==> config.mk <==
export PLATFORM = sky130hd
export DESIGN_NAME = uart_special_function_regs
export DESIGN_NICKNAME = d
export VERILOG_FILES = /design/src/uart_sfr_pkg.sv /design/src/uart_special_function_regs.sv
export VERILOG_INCLUDE_DIRS = /design/src
export SDC_FILE = /design/constraint.sdc
export NUM_CORES = 1
export LEC_CHECK = 0
export ABC_AREA = 0
export CAP_MARGIN = 5
export CORE_UTILIZATION = 49
export DETAILED_ROUTE_END_ITERATION = 7
export DONT_BUFFER_PORTS = 1
export SLEW_MARGIN = 30
export SYNTH_ARGS = -nofsm -noshare
export SYNTH_HDL_FRONTEND = slang
export SYNTH_SLANG_ARGS = --single-unit
==> constraint.sdc <==
create_clock -name i_clk -period 9.7 [get_ports i_clk]
set_input_delay 2.425 -clock i_clk [delete_from_list [all_inputs] [get_ports i_clk]]
set_output_delay 2.425 -clock i_clk [all_outputs]
set_load 0.01 [all_outputs]
==> src/uart_sfr_consts.svh <==
// Offsets, field positions, reset values and key values of the special register bank.
`ifndef UART_REG_CONSTS_SVH
`define UART_REG_CONSTS_SVH

`define BANK_OFS_PRESCALE   4'h4
`define BANK_OFS_RX_COUNT   4'h5
`define BANK_OFS_TX_COUNT   4'h6
`define BANK_OFS_SPECIAL    4'h7
`define BANK_OFS_IDLE_TIME  4'h8
`define BANK_OFS_TXRX_CTRL  4'h9
`define BANK_OFS_UNLOCK_KEY 4'hD
`define BANK_OFS_INT_STATUS 4'hF

`define BANK_ENHANCED_MODE  8'hBF
`define BANK_UNLOCK_VALUE   8'h5A
`define BANK_FIFO_DEPTH     8'h40

`define BANK_RST_PRESCALE   8'h10
`define BANK_RST_TXRX_CTRL  8'h06
`define BANK_RST_ZERO       8'h00

`define SPC_BIT_XTAL_FB_DIS 7
`define SPC_BIT_CNT_SEL     6
`define SPC_BIT_BURST       4
`define SPC_BIT_LOOPBACK    3
`define SPC_BIT_SPECIAL_EN  2
`define SPC_BIT_AUTO_DSR    1
`define SPC_BIT_FORCE_TX    0

`define TRC_BIT_XON_INBAND  3
`define TRC_BIT_TX_EMPTY    2
`define TRC_BIT_RX_TIMEOUT  1
`define TRC_BIT_IDLE_EN     0

`define ISR_BIT_CLEAR_ALL   0

`endif

==> src/uart_sfr_pkg.sv <==
// Types shared by the special register bank and its users.
package uart_reg_pkg;

  typedef struct packed {
    logic       wr;
    logic       rd;
    logic       seq;
    logic [3:0] addr;
    logic [7:0] wdata;
  } host_req_t;

  typedef struct packed {
    logic       xtal_fb_dis;
    logic       burst_en;
    logic       auto_dsr_dtr_en;
    logic [7:0] idle_time;
    logic       xon_inband_en;
    logic       tx_empty_int_en;
    logic       rx_timeout_en;
    logic [3:0] sample_clock_value;
    logic [3:0] prescale_exponent;
    logic [3:0] prescale_fraction;
  } uart_ctrl_t;

endpackage : uart_reg_pkg

==> src/uart_special_function_regs.sv <==
// Special function register bank of one bridge UART channel.
//
// Functional notes
// - Extended registers need enhanced mode and access bit.
// - Special register needs enhanced mode and unlock key.
// - Bit six selects fill or error count.
// - Receive fill count reports bytes held.
// - Error count reports erroneous bytes held.
// - Transmit fill count reports bytes held.
// - Prescale holds exponent high, fraction low.
// - Baud generator follows the prescale divide formula.
// - Bit four enables burst register access.
// - Bit three loops receive data to transmit.
// - Bit one enables automatic DSR/DTR flow.
// - Bit zero forces continuous transmit.
// - Idle time applies only when enabled.
// - Control bit three enables in-band Xon.
// - Control bits two, one enable interrupt, timeout.
// - Status bits set while sources active.
// - Clear-all bit clears status, self-clears.
// - Registers take documented defaults at reset.
`timescale 1ns/1ps
`include "uart_sfr_consts.svh"

module uart_special_function_regs (
  input  wire logic                    i_clk,
  input  wire logic                    i_rst,
  input  wire uart_reg_pkg::host_req_t i_req,
  input  wire logic [7:0]              i_line_control_reg,
  input  wire logic                    i_modem_ctrl_bit7,
  input  wire logic [15:0]             i_baud_divisor,
  input  wire logic                    i_rx_push,
  input  wire logic                    i_rx_push_err,
  input  wire logic                    i_rx_pop,
  input  wire logic                    i_rx_pop_err,
  input  wire logic                    i_tx_push,
  input  wire logic                    i_tx_pop,
  input  wire logic [7:1]              i_int_src,
  input  wire logic                    i_tx_serial,
  input  wire logic                    i_rx_serial,
  input  wire logic                    i_flow_ok,
  input  wire logic                    i_dsr_n,
  output logic [7:0]                   o_rdata,
  output logic                         o_rvalid,
  output logic                         o_baud_tick,
  output logic                         o_tx_line,
  output logic                         o_tx_allowed,
  output uart_reg_pkg::uart_ctrl_t     o_ctrl
);

  // ********************************************************************
  // Helpers
  // ********************************************************************
  function automatic logic [7:0] count_step(input logic [7:0] cnt,
                                            input logic       inc,
                                            input logic       dec);
    logic [7:0] res;
    res = cnt;
    if (inc && !dec && cnt < `BANK_FIFO_DEPTH) begin
      res = cnt + 8'h01;
    end else if (dec && !inc && cnt != 8'h00) begin
      res = cnt - 8'h01;
    end
    return res;
  endfunction : count_step

  // Full divide count of one baud tick; zero means the generator stalls.
  function automatic logic [39:0] baud_limit(input logic [15:0] dvs,
                                             input logic [3:0]  m,
                                             input logic        mbit,
                                             input logic [3:0]  smp,
                                             input logic [3:0]  n);
    logic [5:0]  den;
    logic [4:0]  shift;
    logic [39:0] prod;
    den   = 6'h10 - {2'h0, smp} + {2'h0, n};
    shift = {1'h0, m} + {3'h0, mbit, 1'h0};
    prod  = {24'h0, dvs} * {34'h0, den};
    return (prod << shift) >> 1;
  endfunction : baud_limit

  // ********************************************************************
  // Registers and access decode
  // ********************************************************************
  logic [7:0]  prescale_reg;
  logic [7:0]  special_reg;
  logic [7:0]  idle_time_reg;
  logic [7:0]  txrx_ctrl_reg;
  logic [7:0]  unlock_key_reg;
  logic [7:1]  int_status_reg;
  logic [7:1]  int_status_next;
  logic [7:0]  rx_fill_reg;
  logic [7:0]  rx_err_reg;
  logic [7:0]  tx_fill_reg;
  logic [3:0]  last_addr_reg;
  logic [39:0] baud_cnt_reg;
  logic [39:0] limit;
  logic [3:0]  addr;
  logic        enhanced;
  logic        special_ok;
  logic        key_ok;
  logic        gated;
  logic        wr_ok;
  logic        rd_ok;

  assign enhanced   = i_line_control_reg == `BANK_ENHANCED_MODE;
  assign special_ok = enhanced && special_reg[`SPC_BIT_SPECIAL_EN];
  assign key_ok     = enhanced && unlock_key_reg == `BANK_UNLOCK_VALUE;

  // Burst access steps through consecutive offsets without a new address.
  assign addr = (special_reg[`SPC_BIT_BURST] && i_req.seq) ?
                last_addr_reg + 4'h1 : i_req.addr;

  always_comb begin
    case (addr)
      `BANK_OFS_PRESCALE, `BANK_OFS_RX_COUNT, `BANK_OFS_TX_COUNT,
      `BANK_OFS_IDLE_TIME, `BANK_OFS_TXRX_CTRL,
      `BANK_OFS_INT_STATUS: gated = special_ok;
      `BANK_OFS_SPECIAL:    gated = key_ok;
      `BANK_OFS_UNLOCK_KEY: gated = enhanced;
      default:             gated = 1'b0;
    endcase
  end

  assign wr_ok = i_req.wr && gated;
  assign rd_ok = i_req.rd && gated;

  always_ff @(posedge i_clk or posedge i_rst) begin
    if (i_rst) begin
      last_addr_reg <= 4'h0;
    end else if (i_req.wr || i_req.rd) begin
      last_addr_reg <= addr;
    end
  end

  // ********************************************************************
  // Writable configuration
  // ********************************************************************
  always_ff @(posedge i_clk or posedge i_rst) begin
    if (i_rst) begin
      prescale_reg   <= `BANK_RST_PRESCALE;
      special_reg    <= `BANK_RST_ZERO;
      idle_time_reg  <= `BANK_RST_ZERO;
      txrx_ctrl_reg  <= `BANK_RST_TXRX_CTRL;
      unlock_key_reg <= `BANK_RST_ZERO;
    end else if (wr_ok) begin
      case (addr)
        `BANK_OFS_PRESCALE:   prescale_reg   <= i_req.wdata;
        `BANK_OFS_SPECIAL:    special_reg    <= i_req.wdata;
        `BANK_OFS_IDLE_TIME:  idle_time_reg  <= i_req.wdata;
        `BANK_OFS_TXRX_CTRL:  txrx_ctrl_reg  <= i_req.wdata;
        `BANK_OFS_UNLOCK_KEY: unlock_key_reg <= i_req.wdata;
        default:             unlock_key_reg <= unlock_key_reg;
      endcase
    end
  end

  // ********************************************************************
  // Interrupt status
  // ********************************************************************
  // An active source wins over a clear in the same cycle, so no event is lost.
  always_comb begin
    int_status_next = int_status_reg;
    if (wr_ok && addr == `BANK_OFS_INT_STATUS) begin
      if (i_req.wdata[`ISR_BIT_CLEAR_ALL]) begin
        int_status_next = 7'h00;
      end else begin
        int_status_next = i_req.wdata[7:1];
      end
    end
    int_status_next = int_status_next | i_int_src;
  end

  always_ff @(posedge i_clk or posedge i_rst) begin
    if (i_rst) begin
      int_status_reg <= 7'h00;
    end else begin
      int_status_reg <= int_status_next;
    end
  end

  // ********************************************************************
  // FIFO counters
  // ********************************************************************
  always_ff @(posedge i_clk or posedge i_rst) begin
    if (i_rst) begin
      rx_fill_reg <= 8'h00;
      rx_err_reg  <= 8'h00;
      tx_fill_reg <= 8'h00;
    end else begin
      rx_fill_reg <= count_step(rx_fill_reg, i_rx_push, i_rx_pop);
      rx_err_reg  <= count_step(rx_err_reg, i_rx_push && i_rx_push_err,
                                i_rx_pop && i_rx_pop_err);
      tx_fill_reg <= count_step(tx_fill_reg, i_tx_push, i_tx_pop);
    end
  end

  // ********************************************************************
  // Read port
  // ********************************************************************
  always_ff @(posedge i_clk or posedge i_rst) begin
    if (i_rst) begin
      o_rdata  <= 8'h00;
      o_rvalid <= 1'b0;
    end else begin
      o_rvalid <= i_req.rd;
      if (!rd_ok) begin
        o_rdata <= 8'h00;
      end else begin
        case (addr)
          `BANK_OFS_PRESCALE:   o_rdata <= prescale_reg;
          `BANK_OFS_RX_COUNT:   o_rdata <= special_reg[`SPC_BIT_CNT_SEL] ?
                                           rx_err_reg : rx_fill_reg;
          `BANK_OFS_TX_COUNT:   o_rdata <= tx_fill_reg;
          `BANK_OFS_SPECIAL:    o_rdata <= special_reg;
          `BANK_OFS_IDLE_TIME:  o_rdata <= idle_time_reg;
          `BANK_OFS_TXRX_CTRL:  o_rdata <= txrx_ctrl_reg;
          `BANK_OFS_UNLOCK_KEY: o_rdata <= unlock_key_reg;
          `BANK_OFS_INT_STATUS: o_rdata <= {int_status_reg, 1'b0};
          default:             o_rdata <= 8'h00;
        endcase
      end
    end
  end

  // ********************************************************************
  // Baud generator
  // ********************************************************************
  // The divide is recomputed every cycle, so a new setting takes effect at
  // once; a tick may come early or late across the change.
  assign limit = baud_limit(i_baud_divisor, prescale_reg[7:4],
                            i_modem_ctrl_bit7, txrx_ctrl_reg[7:4],
                            prescale_reg[3:0]);

  always_ff @(posedge i_clk or posedge i_rst) begin
    if (i_rst) begin
      baud_cnt_reg <= 40'h0;
      o_baud_tick  <= 1'b0;
    end else if (limit == 40'h0) begin
      baud_cnt_reg <= 40'h0;
      o_baud_tick  <= 1'b0;
    end else if (baud_cnt_reg >= limit - 40'h1) begin
      baud_cnt_reg <= 40'h0;
      o_baud_tick  <= 1'b1;
    end else begin
      baud_cnt_reg <= baud_cnt_reg + 40'h1;
      o_baud_tick  <= 1'b0;
    end
  end

  // ********************************************************************
  // Control outputs
  // ********************************************************************
  always_ff @(posedge i_clk or posedge i_rst) begin
    if (i_rst) begin
      o_ctrl <= '0;
    end else begin
      o_ctrl.xtal_fb_dis        <= special_reg[`SPC_BIT_XTAL_FB_DIS];
      o_ctrl.burst_en           <= special_reg[`SPC_BIT_BURST];
      o_ctrl.auto_dsr_dtr_en    <= special_reg[`SPC_BIT_AUTO_DSR];
      o_ctrl.idle_time          <= txrx_ctrl_reg[`TRC_BIT_IDLE_EN] ?
                                   idle_time_reg : 8'h00;
      o_ctrl.xon_inband_en      <= txrx_ctrl_reg[`TRC_BIT_XON_INBAND];
      o_ctrl.tx_empty_int_en    <= txrx_ctrl_reg[`TRC_BIT_TX_EMPTY];
      o_ctrl.rx_timeout_en      <= txrx_ctrl_reg[`TRC_BIT_RX_TIMEOUT];
      o_ctrl.sample_clock_value <= txrx_ctrl_reg[7:4];
      o_ctrl.prescale_exponent  <= prescale_reg[7:4];
      o_ctrl.prescale_fraction  <= prescale_reg[3:0];
    end
  end

  // Loopback and gating are combinational so the serial path adds no delay.
  assign o_tx_line = special_reg[`SPC_BIT_LOOPBACK] ?
                     i_rx_serial : i_tx_serial;
  assign o_tx_allowed = special_reg[`SPC_BIT_FORCE_TX] ||
                        (i_flow_ok && (!special_reg[`SPC_BIT_AUTO_DSR] ||
                                       !i_dsr_n));

  // ********************************************************************
  // Checks
  // ********************************************************************
  special_lock_a: assert property (@(posedge i_clk) disable iff (i_rst)
    (i_req.wr && !special_ok && i_req.addr == `BANK_OFS_PRESCALE &&
     !(special_reg[`SPC_BIT_BURST] && i_req.seq)) |=> $stable(prescale_reg))
    else $error("Prescale written while locked.");

  special_unlock_a: assert property (@(posedge i_clk) disable iff (i_rst)
    (wr_ok && addr == `BANK_OFS_SPECIAL) |=> special_reg == $past(i_req.wdata))
    else $error("Special register write lost.");

  key_lock_a: assert property (@(posedge i_clk) disable iff (i_rst)
    (unlock_key_reg != `BANK_UNLOCK_VALUE) |=> $stable(special_reg))
    else $error("Special register changed without key.");

  fill_select_a: assert property (@(posedge i_clk) disable iff (i_rst)
    (rd_ok && addr == `BANK_OFS_RX_COUNT && !special_reg[`SPC_BIT_CNT_SEL])
    |=> o_rdata == $past(rx_fill_reg))
    else $error("Receive fill count not returned.");

  err_select_a: assert property (@(posedge i_clk) disable iff (i_rst)
    (rd_ok && addr == `BANK_OFS_RX_COUNT && special_reg[`SPC_BIT_CNT_SEL])
    |=> o_rdata == $past(rx_err_reg))
    else $error("Error count not returned.");

  tx_fill_read_a: assert property (@(posedge i_clk) disable iff (i_rst)
    (rd_ok && addr == `BANK_OFS_TX_COUNT) |=> o_rdata == $past(tx_fill_reg))
    else $error("Transmit fill count not returned.");

  fill_bound_a: assert property (@(posedge i_clk) disable iff (i_rst)
    (i_rx_push && !i_rx_pop && rx_fill_reg < `BANK_FIFO_DEPTH)
    |=> rx_fill_reg == $past(rx_fill_reg) + 8'h01 &&
        rx_fill_reg <= `BANK_FIFO_DEPTH)
    else $error("Receive fill count wrong.");

  status_set_a: assert property (@(posedge i_clk) disable iff (i_rst)
    i_int_src[4] |=> int_status_reg[4])
    else $error("Status bit missed its source.");

  clear_all_a: assert property (@(posedge i_clk) disable iff (i_rst)
    (wr_ok && addr == `BANK_OFS_INT_STATUS && i_req.wdata[0] &&
     i_int_src == 7'h00) |=> int_status_reg == 7'h00)
    else $error("Clear-all left status set.");

  loopback_a: assert property (@(posedge i_clk) disable iff (i_rst)
    special_reg[`SPC_BIT_LOOPBACK] |-> o_tx_line == i_rx_serial)
    else $error("Loopback not applied.");

  force_tx_a: assert property (@(posedge i_clk) disable iff (i_rst)
    special_reg[`SPC_BIT_FORCE_TX] |-> o_tx_allowed)
    else $error("Forced transmit gated.");

  idle_gate_a: assert property (@(posedge i_clk) disable iff (i_rst)
    !txrx_ctrl_reg[`TRC_BIT_IDLE_EN] |=> o_ctrl.idle_time == 8'h00)
    else $error("Idle time applied while disabled.");

  burst_step_a: assert property (@(posedge i_clk) disable iff (i_rst)
    (special_reg[`SPC_BIT_BURST] && i_req.seq && (i_req.wr || i_req.rd))
    |=> last_addr_reg == $past(last_addr_reg) + 4'h1)
    else $error("Burst access did not step the offset.");

endmodule : uart_special_function_regs

==> flow_results.org, run 1 <==
** Status
- The run finished with clean final reports.

** Worst setup path
- Most common cell type on the critical path :: a21o_1
- Of all nets on the critical path, the largest fanout is 40.
- Critical path depth in cells :: 33
- Number of cells traversed by the worst register-to-register path :: 39
- For the worst setup path, the data required time is between 10 and 15 ns.
- STA classifies the critical path startpoint as an input pin.
- Critical path's largest stage delay :: 0.53 ns
- Together, buffers and inverters on the worst path number 4.
- Reg-to-reg setup timing slack :: 0.82 ns
- STA classifies the critical path endpoint as a flip-flop.
- For the worst setup path, the data arrival time is between 9 and 10 ns.
- On the critical path the largest part of the delay comes from compound AO/OA/AOI/OAI gates.
- Among all stages on the critical path, the largest delay is contributed by fa_1.
- Worst setup path category :: input pin to flip-flop

** Global route
- Number of global-route vias before repair :: 11975
- Overflow left after global routing :: 0
- For this run, the total global-route usage over all layers was measured as 0.277.
- Entering global routing, the biggest net connects 86 pins.
- The number of antenna violations at the first check in global routing was 1.
- The first global-routing pass estimated 64100 um of wire.

** Floorplan
- For this configuration, the core starts out at a cell density of 0.504.
- The die covers about 30000 sq um.
- Top-level I/O count :: 97
- Horizontal die dimension :: 172 um
- Row generation in the floorplan step produced between 60 and 70 rows.
- In this run the vertical extent of the chip is 172 um.
- The core region is 28200 sq um.

** Route
- Detailed-route via count :: 12237
- For this block, the routed nets add up to 39600 um of wire.
- Routed wire per std cell :: 19.0 um
- Router iterations before antenna repair :: 6
- The detail route stage leaves a number of antenna-violating nets equal to 0.
- First-iteration detailed-routing DRC count :: around 1000
- Dividing the detail-routed via count by the number of cells gives 5.86.
- DRC violation count after routing :: 0

** Clock tree
- CTS Buf Count :: 17
- After clock tree synthesis, the flow added hold-fix buffers numbering 0.
- CTS sink cnt :: 151
- The later pin in the worst-skew pair is clocked with a latency of ~0.43 ns.
- Htree depth :: 4
- Clock tree synthesis selected as its root buffer the cell clkbuf_16.
- CTS tree :: built
- Counting along the longest clock path gives a buffer depth of 2.
- Clk pin slew, worst setup/hold paths :: about 0.07 ns

** STA
- The count of endpoints failing hold in the final timing report came to 0.
- The number of slew-limit violations in the final report was 0.
- At the pin with the least slew margin, the transition time is 1.05 ns.
- Hold is met by 0.416 ns.
- Static timing analysis puts the maximum clock frequency at 107 MHz.
- The clock arrives with 0.0210 ns of skew.
- Of the available clock period, the critical path in the final layout requires 0.960.
- Headroom to the max-slew limit :: 0.296
- The routed design could run at a clock period as short as approximately 9.3 ns.
- # setup viols final :: 0

** Final layout
- For this run, the share of the core covered by cells in the final layout is 0.578.
- After the flow finishes, the layout carries non-filler instances totaling 2089.
- Max FFs per register :: 40
- For this run, the post-layout net count is 1914.
- Area Growth Syn to Fin :: 14.6%
- Share of layout cells above drive strength 1 :: 0.176

** Logic synthesis
- In this run the mean area of a mapped cell was 8.91 sq um.
- During synthesis, Yosys emitted a total of 0 warnings.
- Number of synthesized register bits :: 151
- The number of nets in the synthesized netlist is roughly 1800.
- Cell Area, Synth :: 14200 sq um
- For this run, asynchronously set or reset flops after synthesis account for 1.00.
- In this run, distinct cell masters in the synthesized netlist total 103.
- Synthesis produced a netlist whose cell count is 1593.
- Sequential share of the synthesized area :: 0.266
- Commonest register cell after synthesis :: dfrtp_1
- Counting flops with a built-in enable in the synthesized netlist gives 0.

** Worst hold path
- Along the worst hold path, the cell count comes to 0.
- Kind of path behind the tightest hold check :: flip-flop to flip-flop

** Power and ir drop
- Power spread over the standard cell area amounts to 123 nW/um^2.
- The internal portion of the total power is 1.34 mW.
- The share of total power dissipated in the clock network is 0.341.
- Psw :: 0.664 mW
- Largest vdd supply drop :: about 120 uV
- The share of total power dissipated in sequential elements is 0.387.
- Combinational Power Share :: 0.272
- For this design the static power due to leakage is 7.52 nW.
- After layout, the design draws a total of 2.00 mW.
- Switching portion of total power :: 0.332

** Place
- Dpl cells :: 2050
- Routability congestion estimate from global placement :: approximately 1
- Number of buffers added on ports :: 0
- Detailed placement ended at an HPWL of just over 30000 um.

** Job
- The tool flagged a number of max-cap violations equal to 0.
==> through the flow <==
stage | setup TNS (ns) | setup WS, ns | cell area (sq um)
2_1_floorplan | 0 | 0.379 | 14200
3_3_place_gp | -2.54 | -0.0680 | 15400
3_5_place_dp | -3.38 | -0.125 | 15400
4_1_cts | 0 | 0.321 | 16000
5_1_grt | -0.175 | -0.0272 | 16300
6_report | 0 | 0.392 | 16300
==> final timing paths <==
check,from,to
worst max-delay path,i_baud_divisor[6],baud_cnt_reg[31]
worst min-delay path,txrx_ctrl_reg[3],o_ctrl[14]
worst max register to register,prescale_reg[0],baud_cnt_reg[31]
worst min register to register,txrx_ctrl_reg[3],o_ctrl[14]
max in group asynchronous,i_rst,idle_time_reg[2]
min in group asynchronous,i_rst,rx_err_reg[6]
==> cells by family after synthesis <==
kind of cell / count (synthesis) / share of synthesized area
buffers and inverters: 156 / 0.0472
and+or+nand+nor: 571 / 0.208
AOI/OAI and AO/OA: 378 / 0.191
DFF: 151 / 0.266
xor gates and xnor gates: 102 / 0.0629
adders and majority gates: 158 / 0.164
muxes: 77 / 0.0604
==> power by group through the flow <==
stage | Combinational (mW) | Sequential, mW | Clock, mW
floorplan | 0.427 | 0.756 | 0
global placement | 0.524 | 0.782 | 0
detailed placement | 0.537 | 0.782 | 0
CTS | 0.540 | 0.772 | 0.701
global route | 0.628 | 0.784 | 0.724
finish | 0.544 | 0.773 | 0.683
==> routing by layer <==
metal,GRT usage,routed length [um],vias to the layer above
li1,-,-,5929
met1,0.397,18500,5798
met2,0.427,17500,443
met3,0.0485,2690,67
met4,0.0777,943,0
met5,0,0,-
==> cell usage after synthesis (9+ instances only) <==
cell type    n  share of area
a21o_1      33          0.017
a221oi_1    12         0.0074
nand4_1     27          0.012
nor4_1      12         0.0053
nand2_1    145          0.038
mux2i_1     26          0.018
a211o_1     10         0.0062
ha_1       111          0.098
inv_1      102          0.027
a21oi_2     10         0.0062
and3_1      13         0.0057
o21ai_0     65          0.023
nor3b_1      9         0.0048
xor2_1      54          0.033
dfrtp_1    148           0.26
nand2b_1    13         0.0057
and2_1      67          0.030
o211ai_1     9         0.0048
a31oi_1     21         0.0093
fa_1        47          0.066
clkbuf_1    29         0.0077
a21oi_1     79          0.028
o21bai_1     9         0.0048
xnor2_1     48          0.030
a22oi_1     10         0.0053
nor2b_1     40          0.018
and4_1      10         0.0062
nand3_1     36          0.013
nor2_1     142          0.038
buf_2        9         0.0032
nor3_1      16         0.0056
or3_1       11         0.0048
mux2_2      49          0.039
o22ai_1     14         0.0062
==> area by class of cell <==
cell class	instances	area, sq um
diodes	1	2.50
clock buffers	18	429
clock inverters	14	181
fillers	2538	11900
inverters	103	392
multi-input cells	1286	9940
flip-flops and latches	151	3780
well taps	378	473
repair buffers	138	1060
==> cells in the final DEF, fill, tap and decap left out, types with 15 or more instances in the layout <==
master and count:
a21o_1 32, a21oi_1 73, a31oi_1 17, and2_1 67
buf_4 135, clkbuf_16 17, dfrtp_1 148, fa_1 47
ha_1 107, inv_1 101, mux2_2 49, mux2i_1 26
nand2_1 145, nand3_1 36, nand4_1 27, nor2_1 139
nor2b_1 40, nor3_1 15, o21ai_0 59, xnor2_1 47
xor2_1 54
==> repair_timing <==
action                     in CTS  in global routing
setup endpoints to repair       0                 40
gates resized for setup         0                 38
setup buffers                   0                  6
Note: power is estimated with default switching activity, not from simulation.
==> run 2: changes to the inputs <==
==> constraint.sdc (replaced) <==
create_clock -name i_clk -period 9.7 [get_ports i_clk]
set_input_delay 1.455 -clock i_clk [delete_from_list [all_inputs] [get_ports i_clk]]
set_output_delay 1.455 -clock i_clk [all_outputs]
set_load 0.01 [all_outputs]
==> flow_results.org, run 2 (synthesis gave the netlist of run 1 again) <==
** Floorplan
- Die footprint :: 29700 sq um (unchanged)
- The width of the die was 172 um (unchanged).
- Row Count :: 61 (unchanged)
- Placeable core region :: 28200 sq um (unchanged)
- The initial core utilization is 0.504 (unchanged).
- Top-level I/O count :: 97 (unchanged)
- Y dimension of the die :: 172 um (unchanged)

** Route
- The per-cell routed wire length is 19.7 um (+3.9%).
- Router iterations before antenna repair :: 6 (unchanged)
- The antenna violation net count after detailed routing was 0 (unchanged).
- The overall routed net length came to 39000 um (-1.6%).
- First-iteration detailed-routing DRC count :: 859 (-18%)
- The post-detailed-route DRC marker count was 0 (unchanged).
- The overall via count from detail_route came to 11813 (-3.5%).
- Vias per cell :: 5.97 (+1.9%)

** Clock tree
- The number of clock sinks is 151 (unchanged).
- Maximum clock path buffer count :: 2 (unchanged)
- TritonCTS built the clock tree.
- Worst-skew pair later-pin latency :: 0.45 ns (+0.02 ns)
- The count of hold buffers inserted by post-cts repair is 0 (unchanged).
- Clk pin slew, worst setup/hold paths :: 0.09 ns (+0.02 ns)
- Htree depth :: 4 (unchanged)
- CTS root buf :: clkbuf_16
- CTS Buf Count :: 17 (unchanged)

** Worst setup path
- First element of the critical path :: prescale_reg[0]
- The delay of the slowest critical-path stage was 0.57 ns (+0.04 ns).
- By startpoint and endpoint, the worst setup path is classified as flip-flop to flip-flop.
- The endpoint arrival time on the critical path came to 9.57 ns (-0.08 ns).
- Reg-to-reg setup timing slack :: 0.49 ns (-0.33 ns)
- STA classifies the critical path startpoint as a flip-flop.
- Origin of the critical flop-to-flop path :: prescale_reg[0]
- Number of cells traversed by the worst register-to-register path :: 40 (+2.6%)
- Crit path capture :: baud_cnt_reg[15]
- Critical Path End Type :: flip-flop
- Reg2Reg Capture Point :: baud_cnt_reg[15]
- The biggest fanout along the worst timing path is 40 (unchanged).
- The slowest stage of the critical path belongs to the cell fa_1.
- The required arrival time at the worst endpoint is 10.06 ns (about the same).

** STA
- Pins Over Slew Limit :: 0 (unchanged)
- Largest clock skew in the final design :: 0.0263 ns (+0.00529 ns)
- Final hold viol count :: 0 (unchanged)
- The peak clock frequency supported by timing was 109 MHz (+1.0%).
- The final worst hold slack was 0.398 ns (-0.0180 ns).
- The number of setup violations in the final report is 0 (unchanged).
- Final cycle utilization of the critical path :: 0.950 (-0.00980)
- Total negative setup slack :: 0 ns (unchanged)
- Transition at the pin with the smallest max-transition slack :: 0.984 ns (-0.0685 ns)
- Headroom to the max-slew limit :: 0.344 (+0.0477)
- Final critical path time including I/O delays and setup :: 9.21 ns (-0.0951 ns)

** Global route
- The met1 capacity usage during global routing is 0.393 (-0.00386).
- Maximum number of pins on one net before global-route repair :: 104 (+21%)
- The number of global-route vias before repair is 11479 (-4.1%).
- The wire length of the first global-routing pass is 63000 um (-1.6%).
- The met3 track demand over resource was 0.0536 (+0.00504).
- Overflow left after global routing :: 0 (unchanged)
- Global-route track usage on met2 :: 0.417 (-0.00929)
- Layer with the highest usage after global routing :: met2
- Total track usage :: 0.274 (-0.00341)
- Initial antenna violation count :: 0 (-1)

** Final layout
- Most common library cell in the layout ignoring fill and taps :: dfrtp_1
- The fraction of final layout cells with drive strength greater than 1 is 0.111 (-0.0648).
- Max FFs per register :: 40 (unchanged)
- Final instance count without filler cells :: 1979 (-5.3%)
- The area growth from synthesis to layout is 8.06%.
- Leaving out fill and tap cells, the most frequent cells in the layout are dfrtp_1 (148), nand2_1 (144), nor2_1 (142).
- The number of fill cells was 2609 (+2.8%).
- Antenna Cells :: 0 (-1)
- Count of nets after finishing :: 1805 (-5.7%)

** Place
- Dpl cells :: 1941 (-5.3%)
- Half-perimeter wire length of the detailed placement result :: 30100 um (-2.6%)
- Number of buffers added on ports :: 0 (unchanged)
- Routability congestion estimate from global placement :: 0.940 (-3.6%)

** Power and ir drop
- Largest vdd supply drop :: 106 uV (-9.6%)
- P_leak :: 6.99 nW (-7.0%)
- Switching portion of total power :: 0.355 (+0.0230)
- The portion of total power attributed to combinational logic came to 0.262 (-0.010).
- The proportion of power drawn by the clock network came to 0.350 (+0.009).
- Internal power component :: 1.28 mW (-4.0%)
- Sequential fraction of design power :: 0.388 (about the same)
- Total power per unit cell area :: 130 nW/um^2 (+5.4%)
- Psw :: 0.706 mW (+6.3%)

** Status
- The flow ran to the end, and the final reports show no timing, DRC or antenna violations.

** Worst hold path
- In this run the worst hold path is classified as flip-flop to flip-flop.

** Job
- Max-cap violation count :: 0 (unchanged)
-- run 2: cell types whose count changed in the layout (fill, tap and decap cells not counted), sizes merged --
cell	before	now
clkbuf	18	17
bufinv	2	0
buf	138	29
clkinv	5	11
inv	109	107
clkinvlp	1	0
diode	1	0
-- run 2: power groups by stage --
stage               registers (mW)  clock network, mW  logic (mW)
finish                       0.772              0.695       0.522
global route                 0.784              0.731       0.605
floorplan                    0.756                  0       0.427
detailed placement           0.783                  0       0.517
global placement             0.782                  0       0.503
CTS                          0.771              0.708       0.521
-- run 2: final cells by class --
type	instances	area, sq um	area share
flip-flops and latches	151	3780	0.247
clock inverters	15	216	0.0141
clock buffers	17	425	0.0277
inverters	103	394	0.0257
repair buffers	29	218	0.0142
well taps	378	473	0.0308
multi-input cells	1286	9830	0.641
-- run 2: worst min path at each step --
| stage | startpoint | to | slack, ns | cells past startpoint |
|---|---|---|---|---|
| after floorplan | prescale_reg[7] | o_ctrl[7] | 0.35 | 0 |
| after global placement | txrx_ctrl_reg[3] | o_ctrl[14] | 0.39 | 0 |
| after detailed placement | txrx_ctrl_reg[3] | o_ctrl[14] | 0.39 | 0 |
| after CTS | txrx_ctrl_reg[3] | o_ctrl[14] | 0.40 | 0 |
| after global routing | txrx_ctrl_reg[1] | o_ctrl[12] | 0.42 | 0 |
| final | txrx_ctrl_reg[3] | o_ctrl[14] | 0.40 | 0 |
-- run 2: repair_timing --
| action | 4_1_cts | 5_1_grt |
|---|---|---|
| endpoints found under the setup margin | 0 | 41 |
| resized for setup | 0 | 18 |
| setup buffers | 0 | 6 |
-- run 2: layer usage --
layer / up-vias / routed length (um)
met2: 394 / 17300
met5: - / 0
li1: 5709 / -
met3: 53 / 2460
met4: 0 / 712
met1: 5657 / 18500
-- run 2: worst max-delay path: cells and delay by family, from the launching register on --
kind	cells	cell delay (ns)
flip-flops	1	0.41
AO/OA/AOI/OAI	15	2.99
buffers and inverters	7	0.84
adder cells (fa/ha/maj)	7	2.74
AND/OR/NAND/NOR	9	1.83
XOR/XNOR	2	0.30
-- run 2: per-stage QoR --
stage	util	area, sq um	worst slack, ns	total power [mW]
6_report	0.545	15300	0.487	1.99
5_1_grt	0.545	15300	-0.0130	2.12
4_1_cts	0.540	15200	0.183	2.00
3_5_place_dp	0.518	14600	0.240	1.30
3_3_place_gp	0.517	14600	0.311	1.29
2_1_floorplan	-	14200	1.18	1.18
==> run 3: changes to the inputs <==
ABC_AREA = unset   (was 0)
PLACE_DENSITY = 0.75   (was unset)
==> flow_results.org, run 3 (synthesis gave the netlist of run 1 again) <==
** Route
- The starting DRC count in detailed routing is 1048 (+22%).
- Detailed-route via count :: 12079 (+2.3%)
- Total detailed-routing wirelength :: 37000 um (-5.0%)
- DRC violation count after routing :: 0 (unchanged)
- The length of the first detailed-routing pass in iterations is 5 (-1).
- Routed wire per std cell :: 18.7 um (-4.9%)
- The antenna violation net count after detailed routing is 0 (unchanged).
- The post-detailed-route via-to-cell ratio was 6.12 (+2.5%).

** STA
- Final hold viol count :: 0 (unchanged)
- The clock period minus worst slack is 9.21 ns (-0.00388 ns).
- The final worst hold slack is 0.425 ns (+0.0274 ns).
- Transition at the pin with the smallest max-transition slack :: 0.982 ns (-0.00234 ns)
- Pins Over Slew Limit :: 0 (unchanged)
- The share of the clock period used by the worst path after layout is 0.949 (about the same).
- The worst setup skew after layout is 0.00786 ns (-0.0185 ns).
- Total negative setup slack :: 0 ns (unchanged)
- Setup repair after global routing left no endpoint under its margin.
- # setup viols final :: 0 (unchanged)
- The peak clock frequency supported by timing came to 109 MHz (about the same).
- Headroom to the max-slew limit :: 0.344 (about the same)

** Final layout
- The fraction of final layout cells with drive strength greater than 1 came to 0.106 (-0.00473).
- The final net count is 1801 (-0.22%).
- Most frequent cells in the layout :: dfrtp_1 (148), nand2_1 (145), nor2_1 (141)
- From synthesis to final layout, the design area changed by 6.93%.
- Max FFs per register :: 40 (unchanged)
- The antenna diode count is 0 (unchanged).
- The final standard cell count with taps included and fillers excluded is 1975 (-0.20%).
- Most common library cell in the layout ignoring fill and taps :: dfrtp_1

** Place
- Number of buffers added on ports :: 0 (unchanged)
- Dpl cells :: 1938 (-0.15%)
- Routability congestion estimate from global placement :: 0.960 (+2.1%)
- Half-perimeter wire length of the detailed placement result :: 28200 um (-6.2%)

** Worst setup path
- Master of the slowest instance on the critical path :: fa_1
- The endpoint arrival time on the critical path is 9.57 ns (about the same).
- Critical Path End Type :: flip-flop
- The critical path is of the flip-flop to flip-flop type.
- Kind of start point of the critical path :: flip-flop
- The delay of the slowest critical-path stage was 0.52 ns (-0.05 ns).
- Crit path required time :: 10.06 ns (about the same)
- The biggest fanout along the worst timing path came to 40 (unchanged).
- The internal reg-to-reg setup slack came to 0.49 ns (about the same).

** Clock tree
- Worst-skew pair later-pin latency :: 0.44 ns (about the same)
- The clock slew seen by the registers of the worst setup and hold paths was 0.07 ns (-0.02 ns).
- CTS root buf :: clkbuf_16
- The number of clock sinks came to 151 (unchanged).
- TritonCTS built the clock tree.
- CTS Buf Count :: 17 (unchanged)
- The maximum clock insertion buffer count was 2 (unchanged).
- Htree depth :: 4 (unchanged)

** Power and ir drop
- Total power per unit cell area :: 127 nW/um^2 (-2.2%)
- Overall power of the completed layout :: 1.93 mW (-3.2%)
- Largest vdd supply drop :: 143 uV (+34%)
- The standby leakage power is 6.92 nW (-0.95%).

** Floorplan
- Initial standard-cell utilization of the core :: 0.504 (unchanged)
- Horizontal die dimension :: 172 um (unchanged)
- Y dimension of the die :: 172 um (unchanged)
- The core area came to 28200 sq um (unchanged).
- Die footprint :: 29700 sq um (unchanged)
- The top-level I/O count came to 97 (unchanged).
- The number of core rows was 61 (unchanged).

** Global route
- Number of global-route vias before repair :: 12042 (+4.9%)
- The maximum number of pins on one net before global-route repair came to 93 (-11%).
- Overflow left after global routing :: 0 (unchanged)
- Initial antenna violation count :: 1 (+1)
- The wire length of the first global-routing pass is 60900 um (-3.4%).
- The overall global routing resource usage came to 0.260 (-0.0134).

** Job
- The count of max-cap constraint violations was 0 (unchanged).

** Worst hold path
- Kind of path behind the tightest hold check :: flip-flop to flip-flop

** Status
- The run finished with clean final reports.
run 3: cell types whose count changed in the layout (fill, tap and decap cells not counted), sizes merged:
| cell | before | now |
|---|---|---|
| clkbuf | 17 | 18 |
| buf | 29 | 25 |
| clkinvlp | 0 | 3 |
| inv | 107 | 109 |
| clkinv | 11 | 5 |
run 3: power breakdown:
part           switching (mW)  total, mW  internal [mW]  leakage, nW
registers              0.0884      0.777          0.689         2.00
clock network           0.286      0.625          0.339        0.266
logic                   0.286      0.524          0.237         4.66
run 3: cell type report:
cell class,count,area (sq um)
multi-input cells,1286,9800
well taps,378,473
inverters,103,392
repair buffers,25,188
fillers,2572,13000
clock inverters,14,110
clock buffers,18,439
flip-flops and latches,151,3780
run 3: final timing paths:
| path | from | to | cells past startpoint |
|---|---|---|---|
| worst max-delay path | prescale_reg[0] | baud_cnt_reg[3] | 40 |
| worst min-delay path | txrx_ctrl_reg[1] | o_ctrl[12] | 0 |
| worst max register to register | prescale_reg[0] | baud_cnt_reg[3] | 40 |
| worst min register to register | txrx_ctrl_reg[1] | o_ctrl[12] | 0 |
| max in group asynchronous | i_rst | idle_time_reg[3] | 2 |
| min in group asynchronous | i_rst | baud_cnt_reg[11] | 1 |
run 3: repair_timing:
item                                    CTS  global route
gates resized for setup                   0             8
hold buffers                              0             0
endpoints found under the setup margin    0            41
setup buffers                             0             5
run 3: through the flow:
stage	utilization	setup slack [ns]	cell area (sq um)
6_report	0.539	0.491	15200
3_3_place_gp	0.516	0.411	14500
5_1_grt	0.539	0.00669	15200
4_1_cts	0.536	0.297	15100
3_5_place_dp	0.517	0.321	14500
2_1_floorplan	-	1.18	14200
run 3: critical path: cells and delay by family (launching register included):
kind / cells / cell delay, ns
simple gates: 9 / 1.93
flops: 1 / 0.40
fa+ha+maj: 7 / 2.62
buf+inv: 7 / 0.88
xor+xnor: 2 / 0.30
compound gates: 15 / 2.98
run 3: layer usage:
layer,wire (um),vias up,track usage
li1,-,5706,-
met1,16100,5888,0.335
met2,17700,421,0.437
met3,2550,62,0.0581
met4,688,2,0.0735
met5,17,-,0
